--- config.mk ---
export PLATFORM = sky130hd
export DESIGN_NAME = pie_enable_regs
export DESIGN_NICKNAME = d
export VERILOG_FILES = /design/src/pie_pkg.sv /design/src/pie_irq_gate.sv /design/src/pie_enable_regs.sv
export SDC_FILE = /design/constraint.sdc
export NUM_CORES = 1
export LEC_CHECK = 0
export BUFFER_PORTS_ARGS = -buffer_cell sky130_fd_sc_hd__buf_2
export CORE_MARGIN = 5
export CORE_UTILIZATION = 46
export CTS_BUF_LIST = sky130_fd_sc_hd__clkbuf_2 sky130_fd_sc_hd__clkbuf_4 sky130_fd_sc_hd__clkbuf_8
export DETAILED_ROUTE_END_ITERATION = 8
export PLACE_DENSITY = 0.81
export SLEW_MARGIN = 25
export SYNTH_ARGS = -nofsm -noshare
export SYNTH_HDL_FRONTEND = slang
export SYNTH_SLANG_ARGS = --single-unit
--- constraint.sdc ---
create_clock -name clk -period 2.25 [get_ports clk]
set_clock_uncertainty 0.2 [all_clocks]
set_input_delay 0.45 -clock clk [delete_from_list [all_inputs] [get_ports clk]]
set_output_delay 0.45 -clock clk [all_outputs]
set_load 0.05 [all_outputs]
--- src/pie_pkg.sv ---
// constants shared by the peripheral interrupt enable register block
package pie_pkg;
    // ------------------------------------------------------------------
    // register byte offsets
    // ------------------------------------------------------------------
    localparam logic [7:0] OFS_ENABLE_A = 8'h00;
    localparam logic [7:0] OFS_ENABLE_B = 8'h04;
    localparam logic [7:0] OFS_CONTROL = 8'h08;
    localparam logic [7:0] OFS_ACTIVE_A = 8'h0c;
    localparam logic [7:0] OFS_ACTIVE_B = 8'h10;
    localparam logic [7:0] OFS_INT_STATUS = 8'h14;
    localparam logic [7:0] OFS_INT_MASK = 8'h18;

    // ------------------------------------------------------------------
    // field layouts and reset values
    // ------------------------------------------------------------------
    localparam int EN_W = 8;
    localparam int CTRL_W = 2;
    localparam int INT_W = 2;
    localparam logic [7:0] ENABLE_RESET = 8'h00;
    localparam logic [7:0] ENABLE_A_MASK_FULL = 8'hff;
    localparam logic [7:0] ENABLE_A_MASK_SMALL = 8'h7f;
    localparam logic [7:0] ENABLE_B_MASK = 8'hcf;
    localparam int PARALLEL_BIT = 7;
    localparam int CTRL_GROUP_BIT = 0;
    localparam int CTRL_PRIO_BIT = 1;
    localparam logic [1:0] CTRL_RESET = 2'h0;
    localparam int STAT_REQ_RISE_BIT = 0;
    localparam int STAT_BUS_ERR_BIT = 1;
    localparam logic [1:0] INT_RESET = 2'h0;
    localparam logic [31:0] RDATA_ZERO = 32'h0000_0000;
endpackage

--- src/pie_irq_gate.sv ---
// combines pending flags with enables into the peripheral request
`timescale 1ns/100ps
`default_nettype none
module pie_irq_gate (
    input wire logic [7:0] flagsA,
    input wire logic [7:0] flagsB,
    input wire logic [7:0] enA,
    input wire logic [7:0] enB,
    input wire logic groupEn,
    input wire logic priorityOn,
    output logic req
);
    // flags are only read here, never altered by the enables
    assign req = ((|(flagsA & enA)) | (|(flagsB & enB)))
                 & (groupEn | priorityOn);
endmodule
`default_nettype wire

--- src/pie_enable_regs.sv ---
// peripheral interrupt enable registers with apb slave and gating
//
// Chosen here: register access over APB and the register offsets.
`timescale 1ns/100ps
`default_nettype none
module pie_enable_regs #(
    parameter bit HAS_PARALLEL_PORT = 1'b1
) (
    input wire logic clk,
    input wire logic rst,
    input wire logic [7:0] paddr,
    input wire logic psel,
    input wire logic penable,
    input wire logic pwrite,
    input wire logic [31:0] pwdata,
    output logic [31:0] prdata,
    output logic pready,
    output logic pslverr,
    input wire logic [7:0] flagsA,
    input wire logic [7:0] flagsB,
    output logic [7:0] irqEnableA,
    output logic [7:0] irqEnableB,
    output logic periphIrqReq,
    output logic irq
);
    // ------------------------------------------------------------------
    // state
    // ------------------------------------------------------------------
    typedef struct packed {
        logic [pie_pkg::EN_W-1:0] enA;
        logic [pie_pkg::EN_W-1:0] enB;
        logic [pie_pkg::CTRL_W-1:0] ctrl;
        logic [pie_pkg::INT_W-1:0] intStat;
        logic [pie_pkg::INT_W-1:0] intMask;
        logic pready;
        logic [31:0] prdata;
        logic pslverr;
        logic req;
        logic irq;
    } pie_state_t;

    // small package drops the parallel port bit entirely
    localparam logic [7:0] MASK_A = HAS_PARALLEL_PORT ?
        pie_pkg::ENABLE_A_MASK_FULL : pie_pkg::ENABLE_A_MASK_SMALL;

    pie_state_t st;
    pie_state_t next_st;
    logic gateReq;
    logic access;
    logic done;
    logic mapped;
    logic [pie_pkg::INT_W-1:0] intSet;
    logic [pie_pkg::INT_W-1:0] intClr;

    // ------------------------------------------------------------------
    // decode helpers
    // ------------------------------------------------------------------
    function automatic logic isMapped(input logic [7:0] a);
        logic hit;
        hit = 1'b0;
        if (a == pie_pkg::OFS_ENABLE_A) begin
            hit = 1'b1;
        end else if (a == pie_pkg::OFS_ENABLE_B) begin
            hit = 1'b1;
        end else if (a == pie_pkg::OFS_CONTROL) begin
            hit = 1'b1;
        end else if (a == pie_pkg::OFS_ACTIVE_A) begin
            hit = 1'b1;
        end else if (a == pie_pkg::OFS_ACTIVE_B) begin
            hit = 1'b1;
        end else if (a == pie_pkg::OFS_INT_STATUS) begin
            hit = 1'b1;
        end else if (a == pie_pkg::OFS_INT_MASK) begin
            hit = 1'b1;
        end
        return hit;
    endfunction

    function automatic logic [31:0] readMux(input logic [7:0] a,
                                            input pie_state_t s);
        logic [31:0] d;
        d = pie_pkg::RDATA_ZERO;
        if (a == pie_pkg::OFS_ENABLE_A) begin
            d = 32'(s.enA);
        end else if (a == pie_pkg::OFS_ENABLE_B) begin
            d = 32'(s.enB);
        end else if (a == pie_pkg::OFS_CONTROL) begin
            d = 32'(s.ctrl);
        end else if (a == pie_pkg::OFS_ACTIVE_A) begin
            d = 32'(flagsA & s.enA);
        end else if (a == pie_pkg::OFS_ACTIVE_B) begin
            d = 32'(flagsB & s.enB);
        end else if (a == pie_pkg::OFS_INT_STATUS) begin
            d = 32'(s.intStat);
        end else if (a == pie_pkg::OFS_INT_MASK) begin
            d = 32'(s.intMask);
        end
        return d;
    endfunction

    // ------------------------------------------------------------------
    // request gating
    // ------------------------------------------------------------------
    pie_irq_gate u_gate (
        .flagsA(flagsA),
        .flagsB(flagsB),
        .enA(st.enA),
        .enB(st.enB),
        .groupEn(st.ctrl[pie_pkg::CTRL_GROUP_BIT]),
        .priorityOn(st.ctrl[pie_pkg::CTRL_PRIO_BIT]),
        .req(gateReq)
    );

    // ------------------------------------------------------------------
    // next state
    // ------------------------------------------------------------------
    always_comb begin
        next_st = st;
        access = psel & penable;
        // one wait state so read data can come from a flop
        done = access & st.pready;
        mapped = isMapped(paddr);
        intSet = '0;
        intClr = '0;
        next_st.pready = access & ~st.pready;
        if (access && !st.pready) begin
            next_st.prdata = readMux(paddr, st);
            next_st.pslverr = ~mapped;
        end else if (!access) begin
            next_st.prdata = pie_pkg::RDATA_ZERO;
            next_st.pslverr = 1'b0;
        end
        if (done && pwrite) begin
            if (paddr == pie_pkg::OFS_ENABLE_A) begin
                next_st.enA = pwdata[7:0] & MASK_A;
            end else if (paddr == pie_pkg::OFS_ENABLE_B) begin
                next_st.enB = pwdata[7:0] & pie_pkg::ENABLE_B_MASK;
            end else if (paddr == pie_pkg::OFS_CONTROL) begin
                next_st.ctrl = pwdata[pie_pkg::CTRL_W-1:0];
            end else if (paddr == pie_pkg::OFS_INT_STATUS) begin
                intClr = pwdata[pie_pkg::INT_W-1:0];
            end else if (paddr == pie_pkg::OFS_INT_MASK) begin
                next_st.intMask = pwdata[pie_pkg::INT_W-1:0];
            end
        end
        intSet[pie_pkg::STAT_REQ_RISE_BIT] = gateReq & ~st.req;
        intSet[pie_pkg::STAT_BUS_ERR_BIT] = done & ~mapped;
        // a new event beats a clear in the same cycle
        next_st.intStat = (st.intStat & ~intClr) | intSet;
        next_st.req = gateReq;
        next_st.irq = |(next_st.intStat & next_st.intMask);
    end

    always_ff @(posedge clk) begin
        if (rst) begin
            st.enA <= pie_pkg::ENABLE_RESET;
            st.enB <= pie_pkg::ENABLE_RESET;
            st.ctrl <= pie_pkg::CTRL_RESET;
            st.intStat <= pie_pkg::INT_RESET;
            st.intMask <= pie_pkg::INT_RESET;
            st.pready <= 1'b0;
            st.prdata <= pie_pkg::RDATA_ZERO;
            st.pslverr <= 1'b0;
            st.req <= 1'b0;
            st.irq <= 1'b0;
        end else begin
            st <= next_st;
        end
    end

    assign prdata = st.prdata;
    assign pready = st.pready;
    assign pslverr = st.pslverr;
    assign irqEnableA = st.enA;
    assign irqEnableB = st.enB;
    assign periphIrqReq = st.req;
    assign irq = st.irq;

    // ------------------------------------------------------------------
    // checks
    // ------------------------------------------------------------------
    chk_reset_clear: assert property (@(posedge clk) disable iff (1'b0)
        rst |=> (st.enA == 8'h00 && st.enB == 8'h00))
        else $error("enables not cleared by reset");
    chk_unimpl_zero: assert property (@(posedge clk) disable iff (rst)
        (st.enB & ~pie_pkg::ENABLE_B_MASK) == 8'h00)
        else $error("unimplemented enable bit stored");
    chk_parallel_absent: assert property (@(posedge clk) disable iff (rst)
        !HAS_PARALLEL_PORT |-> !st.enA[pie_pkg::PARALLEL_BIT])
        else $error("absent parallel enable bit set");
    chk_write_a: assert property (@(posedge clk) disable iff (rst)
        (done && pwrite && paddr == pie_pkg::OFS_ENABLE_A)
        |=> st.enA == ($past(pwdata[7:0]) & MASK_A))
        else $error("enable a write lost");
    chk_write_b: assert property (@(posedge clk) disable iff (rst)
        (done && pwrite && paddr == pie_pkg::OFS_ENABLE_B)
        |=> st.enB == ($past(pwdata[7:0]) & pie_pkg::ENABLE_B_MASK))
        else $error("enable b write lost");
    chk_read_a: assert property (@(posedge clk) disable iff (rst)
        (access && !st.pready && paddr == pie_pkg::OFS_ENABLE_A)
        |=> (pready && prdata == 32'($past(st.enA))))
        else $error("enable a readback wrong");
    chk_group_block: assert property (@(posedge clk) disable iff (rst)
        (st.ctrl == 2'h0) |=> !periphIrqReq)
        else $error("request passed without group enable");
    chk_source_gate: assert property (@(posedge clk) disable iff (rst)
        periphIrqReq == $past(((|(flagsA & st.enA)) | (|(flagsB & st.enB)))
            & (st.ctrl[pie_pkg::CTRL_GROUP_BIT]
            | st.ctrl[pie_pkg::CTRL_PRIO_BIT])))
        else $error("peripheral request not flag and enable");
    chk_pready_wait: assert property (@(posedge clk) disable iff (rst)
        (access && !st.pready) |=> pready ##1 !pready)
        else $error("apb wait state wrong");
    chk_irq_level: assert property (@(posedge clk) disable iff (rst)
        irq == |(st.intStat & st.intMask))
        else $error("interrupt output mismatch");
endmodule
`default_nettype wire

# Word level (Yosys, flattened, before mapping)
# Index checks and enable logic that the tools add are counted.
[word_totals]
romBits = 0
ramBits = 0
reg_bits = 56
word_cells = 75
latchBits = 0
memories = 0
[classes]
shifts = 0
bitwise_logic = 21
div = 0
add_sub_neg = 0
eq_ne = 7
order_cmp = 0
reduce_logical = 10
multipliers = 0
muxes = 27
[op_table]
columns = ["cell", "n"]
rows = [
  ["$mux W33", 2],
  ["$mux W8", 5],
  ["$and A8 B8 Y8", 4],
  ["$mux W2", 13],
  ["$eq A8 B5 Y1 const B", 3],
  ["$eq A8 B4 Y1 const B", 2],
  ["$reduce_or A8 Y1", 2],
  ["$eq A8 B3 Y1 const B", 1],
  ["$logic_not A8 Y1", 1],
  ["$mux W1", 7],
  ["$and A1 B1 Y1", 6],
  ["$not A1 Y1", 5],
  ["$and A2 B2 Y2", 2],
  ["$reduce_and A4 Y1", 1],
  ["$reduce_and A3 Y1", 1],
  ["$logic_and A1 B1 Y1", 2],
  ["$ne A2 B1 Y1 const B", 1],
  ["$not A2 Y2", 1],
  ["$or A1 B1 Y1", 2],
  ["$or A2 B2 Y2", 1],
  ["$reduce_and A2 Y1", 1],
  ["$reduce_or A2 Y1", 1],
  ["$logic_not A1 Y1", 1],
]

# Longest topological paths before layout
# Gate-level depths: netlist of run 1.
[depth]
depth_word = 13
ltp_mapped = 6
mapped_depth_nobuf = 5

# By module
# A second synthesis of run 1 with hierarchy kept.
[hier_totals]
hier_cells = 242
hier_area_um2 = 2009.4
[by_module_without_submodules]
columns = ["mod", "cells_per_inst", "area_each_um2", "instances"]
rows = [
  ["pie_enable_regs", 231, 1913.1, 1],
  ["pie_irq_gate", 11, 96.3, 1],
]

# Worst setup path after synthesis of run 1
# OpenSTA, ideal clock, no wires.
[synth_timing]
path_kind = "register to register"
startpoint = "register, netlist name pready"
endpoint = "register, netlist name irqEnableB[6]"
path_buffers = 1
setup_time_ps = 128
period_less_slack_ps = 1998
t_arrival_ps = 1671
slack_ps = 252
path_stages_with_launch = 7
path_cell_list = "dfxtp_1 -> nand3_1 -> nor2_1 -> clkbuf_1 -> nand2_2 -> mux2i_1 -> nor2_1"
[synth_between]
elab_chain_len = 3
[synth_rtl]
columns = ["item", "line_no", "source"]
rows = [
  ["$and A1 B1 Y1", "pie_enable_regs.sv:121", "done = access & st.pready;"],
  ["$logic_and A1 B1 Y1", "pie_enable_regs.sv:133", "if (done && pwrite) begin"],
  ["$reduce_and A3 Y1 (no line)", "n/a", ""],
]
# No other way between the ends.
# A chain may end at the register's enable or synchronous reset.

# Worst setup path in the final report of run 1
[layout_timing]
startpoint = "input port paddr[3]"
endpoint = "register, netlist name irqEnableB[0]"
[layout_between]
elab_chain_len = 3
elab_cells_between_ends = 4
classes_between = "eq/ne: 1; bitwise: 1; reduce/logical: 2"
[layout_rtl]
columns = ["item", "line_no", "source"]
rows = [
  ["from (decl)", "pie_enable_regs.sv:11", "input wire logic [7:0] paddr,"],
  ["$logic_not A8 Y1", "pie_enable_regs.sv:134", "if (paddr == pie_pkg::OFS_ENABLE_A) begin"],
  ["$not A1 Y1 (no line)", "n/a", ""],
  ["$reduce_and A3 Y1 (no line) *", "n/a", ""],
]
# Mark *: on every way between the ends. The rest lies on a longest branch, timed or not.

==> metrics.md, run 1 <==
| Metric | Value |
|---|---|
| Worst Reg-to-Reg Cells | `5` |
| Tcrit/Tclk final | `85.3%` |
| CTS Buf Count | `5` |
| Hold depth | `3` |
| Post-synth ARST share | `0%` |
| Die ar. | `between 5000 and 6000 sq um` |
| Area growth, synth to finish | `14.6%` |
| Flop2flop setup slack | `0.47 ns` |
| I/O Buffers | `60` |
| Overall Power | `1.38 mW` |
| CTS sink cnt | `32` |
| Yosys warns | `0` |
| Drt initial violations | `240` |
| Non-filler instance count after layout | `350` |
| CORE AREA | `4260 sq um` |
| P per Cell Area | `603 nW/um^2` |
| Die X | `about 76 microns` |
| Synth Flop Type | `dfxtp_1` |
| Post-DRT Antenna Nets | `0` |
| Largest net degree at the start of global routing | `25` |
| Final nets | `around 360` |
| First-pass GRT wire length | `~7600 microns` |
| Dpl cell area | `~2200 sq um` |
| Maximum vdd ir drop | `about 0.23 mV` |
| Seq/Total Area, Yosys | `32.2%` |
| Syn_area_per_cell | `approximately 8 sq um` |
| Fill cells | `425` |
| Min cycle time layout | `1.92 ns` |
| Startpoint Class | `input port` |
| Max-slew violation count | `0` |
| Cell Area, Synth | `1990 sq um` |
| Post-cts gate resize count | `0` |
| Placed Cells | `342` |
| # setup viols final | `0` |
| CP required | `2.21 ns` |
| Post-layout util | `53.5%` |
| Final hold viol count | `0` |
| FF/Latch Area | `641 sq um` |
| Status | `completed` |
| Chip Height | `75.8 microns` |
| All-Layer GR Usage | `~17%` |
| Yosys reg bits | `32` |
| Cts hold-fix bufs | `0` |
| TritonRoute pass-1 iters | `4` |
| Synth unique cells | `44` |
| Initial antenna violation count | `0` |
| Starting Density | `roughly 47%` |
| CTS Buffer Depth | `2` |
| Number of synthesized flops with an enable pin | `0` |
| Area of the multi-input gates | `1020 sq um` |
| Reg2reg start | `irqEnableA[3]$_SDFFE_PP0P_` |
| Vias in the first global route | `approximately 1,600` |
| Routability congestion estimate | `0.887` |
| Layout cells sized above 1 | `30.9%` |
| Routed WL per cell | `14.5 microns` |
| CP max FO | `7` |
| Setup TNS Final | `0 ns` |
| Worst path arrival time | `between 1.5 and 2 ns` |
| # diodes | `0` |
| Post-route DRC | `0` |
| RR Endpoint | `irq$_SDFF_PP0_` |
| Post-Syn Instances | `248` |
| Leakage power | `1.11 nW` |
| Hold path startpoint | `pwdata[4]` |
| Setup Buffers After CTS | `0` |
| Via count | `between 1,500 and 2,000` |
| Worst-path clk slew | `roughly 0.070 ns` |
| Clk Tree Root Cell | `clkbuf_8` |
| Post-route cell area | `roughly 2300 sq um` |
| Fmax | `about 520 MHz` |
| Grt ovf | `0` |
| Clock latency on the worst-skew pair | `0.29 ns` |
| # Max-Cap Violations | `0` |
| Detailed placement HPWL | `4030 microns` |
| CTS tree | `built` |
| RSZ-0062 raised after global routing | `false` |
| Vias/cell | `5.31` |
| Worst Hold Class | `in -> reg` |
| Final WL | `a little over 5000 microns` |
| Sink of the worst hold path | `irqEnableA[4]$_SDFFE_PP0P_` |
| IO Count | `113` |
| Row count | `24` |
| CP endpoint kind | `flip-flop` |
| Clock H-tree levels | `2` |
| Crit path kind | `in -> reg` |
-- sequential cells by signal, indices dropped and copies added (netlist names) --
register and count:
st 6, pready 1, irq 1, pslverr 1
prdata 8, periphIrqReq 1, irqEnableA 8, irqEnableB 6
-- worst max-delay path by stage --
stage	to	slack (ns)	from
2_1_floorplan	irqEnableB[6]$_SDFFE_PP0P_	0.25	pready$_SDFF_PP0_
3_3_place_gp	irq$_SDFF_PP0_	0.04	paddr[3]
3_5_place_dp	prdata[6]$_SDFFE_PP0P_	0.05	paddr[5]
4_1_cts	irqEnableB[0]$_SDFFE_PP0P_	0.35	paddr[3]
5_1_grt	prdata[6]$_SDFFE_PP0P_	0.25	paddr[5]
6_report	irqEnableB[0]$_SDFFE_PP0P_	0.33	paddr[3]
-- power breakdown --
group	switching, mW	leakage (nW)	total (mW)	internal [mW]
logic	0.154	0.788	0.197	0.0432
registers	0.00149	0.258	0.570	0.568
clock network	0.219	0.0645	0.609	0.391
-- synthesized netlist by cell type, types with 3 or more instances --
library cell  number  area (sq um)
buf_4             50           375
dfxtp_1           32           641
nand2_1           22          82.6
nand3_1           22           110
nor2_1            18          67.6
a21oi_1           15          75.1
mux2i_1           10           100
o21ai_0            9          45.0
nor3_1             7          35.0
a22oi_1            6          45.0
clkbuf_1           6          22.5
a32oi_1            5          43.8
and3_1             5          31.3
inv_1              5          18.8
nand4_1            3          18.8
-- cell type report --
class | instances | share of cell area (%)
Tap cell | 52 | 2.85
Multi-Input combinational cell | 178 | 44.6
Timing Repair Buffer | 75 | 18.1
Inverter | 5 | 0.822
Clock buffer | 7 | 4.22
Clock inverter | 1 | 1.32
Sequential cell | 32 | 28.1
-- layer usage --
layer  GRT usage, %  share of wire [%]  vias to the layer above
met3           3.69                9.0                       12
met2           27.8                 48                       73
met5              0                  0                        -
li1               -                  -                      910
met1           21.9                 41                      862
met4           7.77                2.2                        0
-- worst max-delay path: stages --
cell and delay [ns]:
buf_2 0.11, or4b_1 0.57, and2b_2 0.33, nand2_2 0.17
mux2i_1 0.19, nor2_1 0.05
-- stage by stage --
step                setup WS, ns  hold WS [ns]
finish                     0.330         0.210
global route               0.252         0.216
CTS                        0.352         0.206
detailed placement        0.0523         0.266
global placement          0.0389         0.251
floorplan                  0.252         0.241
-- layout by cell type (no fill, tap or decap), types with 5 or more instances in the layout --
cell type,count
o21ai_0,9
conb_1,26
a21oi_1,15
and3_1,5
nand3_1,22
mux2i_1,10
dfxtp_1,32
buf_4,15
a32oi_1,5
buf_2,60
a22oi_1,6
clkbuf_8,7
nor3_1,7
nand2_1,22
inv_1,5
nor2_1,18
-- cell families (layout without fill, tap and decap cells) --
logic type      after synthesis  count (layout)  share of synthesized area [%]
simple gates                 91              91                           24.3
mux                          10              10                           5.03
compound gates               51              51                           16.9
other cells                   1              26                          0.188
flops                        32              32                           32.2
buf+inv                      63              88                           21.4
No activity file was read; power rests on OpenSTA's default activity.
==> run 2, diff against run 1 <==
Settings changed: PLACE_DENSITY 0.81 to 0.83.
==> run 2 against run 1 <==
Global-route usage rose by 2.0 points. Flip-flop and latch count did not move. Count of clock-buffer cells in the layout did not move. Combinational power barely moved. Die area did not move. Maximum frequency fell by 1.2%. Critical path type unchanged. Highest routed layer unchanged.
==> metrics.md, run 2 (synthesis results as in run 1) <==
| Metric | Value |
|---|---|
| Most frequent cells in the layout | `buf_2, dfxtp_1, conb_1, nand3_1, nand2_1` |
| Reg2reg start | `irqEnableA[3]$_SDFFE_PP0P_` |
| CTS sink cnt | `32` |
| Via count | `1,874` |
| Hold depth | `3` |
| Setup TNS Final | `0 ns` |
| TritonRoute pass-1 iters | `4` |
| Post-route DRC | `0` |
| Clk Tree Root Cell | `clkbuf_8` |
| Maximum vdd ir drop | `0.339 mV` |
| Routability congestion estimate | `0.939` |
| CP max FO | `3` |
| P per Cell Area | `553 nW/um^2` |
| Die ar. | `about 5700 sq um` |
| Place WS | `0.0194 ns` |
| Largest net degree at the start of global routing | `25` |
| CTS tree | `built` |
| Post-DRT Antenna Nets | `0` |
| Area growth, synth to finish | `13.1%` |
| # Max-Cap Violations | `0` |
| Grt ovf | `0` |
| Starting Density | `a little under half` |
| Non-filler instance count after layout | `about 350` |
| # setup viols final | `0` |
| Flop2flop setup slack | `a little under 0.5 ns` |
| CP endpoint kind | `flip-flop` |
| Vias in the first global route | `1,747` |
| Drt initial violations | `around 250` |
| Sink of the worst hold path | `irqEnableA[5]$_SDFFE_PP0P_` |
| Setup Buffers After CTS | `0` |
| I/O Buffers | `60` |
| Detailed placement HPWL | `4210 microns` |
| Final hold viol count | `0` |
| Clock H-tree levels | `2` |
| All-Layer GR Usage | `between 15 and 20%` |
| Reg power frac | `45.7%` |
| RR Endpoint | `irq$_SDFF_PP0_` |
| Row count | `24` |
| Placed Cells | `342` |
| Worst Hold Class | `in -> reg` |
| Max-slew violation count | `0` |
| Worst Slack Setup Final | `0.307 ns` |
| Worst-path clk slew | `0.06 ns` |
| Fmax | `515 MHz` |
| CTS Buffer Depth | `2` |
| Startpoint Class | `input port` |
| CORE AREA | `roughly 4300 sq um` |
| Cts hold-fix bufs | `0` |
| Leakage power | `1.10 nW` |
| Final WL | `5270 microns` |
| # diodes | `0` |
| Comb power frac | `15.9%` |
| Leading cell type in the layout, fill and taps excluded | `buf_2` |
| Int Power | `0.884 mW` |
| Die X | `roughly 76 microns` |
| Switching power total | `0.363 mW` |
| Routed WL per cell | `about 15 microns` |
| Vias/cell | `about 5.4` |
| Clock latency on the worst-skew pair | `0.29 ns` |
| Post-cts gate resize count | `0` |
| RSZ-0062 raised after global routing | `false` |
| Tcrit/Tclk final | `86.4%` |
| Crit path kind | `in -> reg` |
| CP required | `2.21 ns` |
| IO Count | `between 100 and 150` |
| First-pass GRT wire length | `8340 microns` |
| Final nets | `358` |
| Layout cells sized above 1 | `a little under a third` |
| Worst path arrival time | `roughly 1.9 ns` |
| Switching Fraction | `29.1%` |
| Worst Reg-to-Reg Cells | `5` |
| Min cycle time layout | `between 1.5 and 2 ns` |
| Post-layout util | `52.8%` |
| Chip Height | `75.8 microns` |
| CTS Buf Count | `5` |
| Hold path startpoint | `pwdata[5]` |
| Power share of the clock group | `38.4%` |
| Initial antenna violation count | `0` |
| Status | `completed` |
-- run 2: cell count changes in the layout (fill, tap and decap cells not counted) --
cell and delta:
bufinv_16 -1
-- run 2: cell type report --
type / count / area, sq um
clock buffers: 7 / 96.3
multi-input cells: 178 / 1020
repair buffers: 75 / 413
inverters: 5 / 18.8
well taps: 52 / 65.1
fillers: 423 / 2010
flip-flops and latches: 32 / 641
-- run 2: how the worst max path moves through the flow --
stage	startpoint	endpoint	slack, ns	cells past startpoint
after floorplan	pready$_SDFF_PP0_	irqEnableB[6]$_SDFFE_PP0P_	0.25	6
after global placement	paddr[3]	irq$_SDFF_PP0_	0.04	6
after detailed placement	paddr[3]	irq$_SDFF_PP0_	0.02	6
after CTS	paddr[3]	irq$_SDFF_PP0_	0.31	6
after global routing	paddr[5]	prdata[2]$_SDFFE_PP0P_	0.20	7
final	paddr[3]	irq$_SDFF_PP0_	0.31	6
-- run 2: critical path: stages --
cell and delay, ns:
buf_2 0.11, or4b_1 0.58, nor3_1 0.27, a21boi_0 0.12, a41oi_1 0.25, o32ai_1 0.12
-- run 2: per-stage QoR --
stage          area (sq um)  total power [mW]  hold WS (ns)
6_report               2250              1.25         0.215
5_1_grt                2250              1.30         0.218
3_3_place_gp           2160             0.776         0.253
2_1_floorplan          2090             0.751         0.241
4_1_cts                2250              1.25         0.210
3_5_place_dp           2160             0.778         0.256
-- run 2: power groups by stage --
stage	combinational, mW	clock, mW	sequential, mW
floorplan	0.164	0	0.588
global placement	0.194	0	0.583
detailed placement	0.195	0	0.583
CTS	0.196	0.489	0.570
global route	0.211	0.524	0.569
finish	0.198	0.478	0.570
-- run 2: per-layer routing --
layer	global-route usage, %	vias up	share of wire (%)
li1	-	910	-
met1	24.6	875	40
met2	31.0	80	50
met3	5.01	9	8.8
met4	7.18	0	1.6
met5	0	-	0
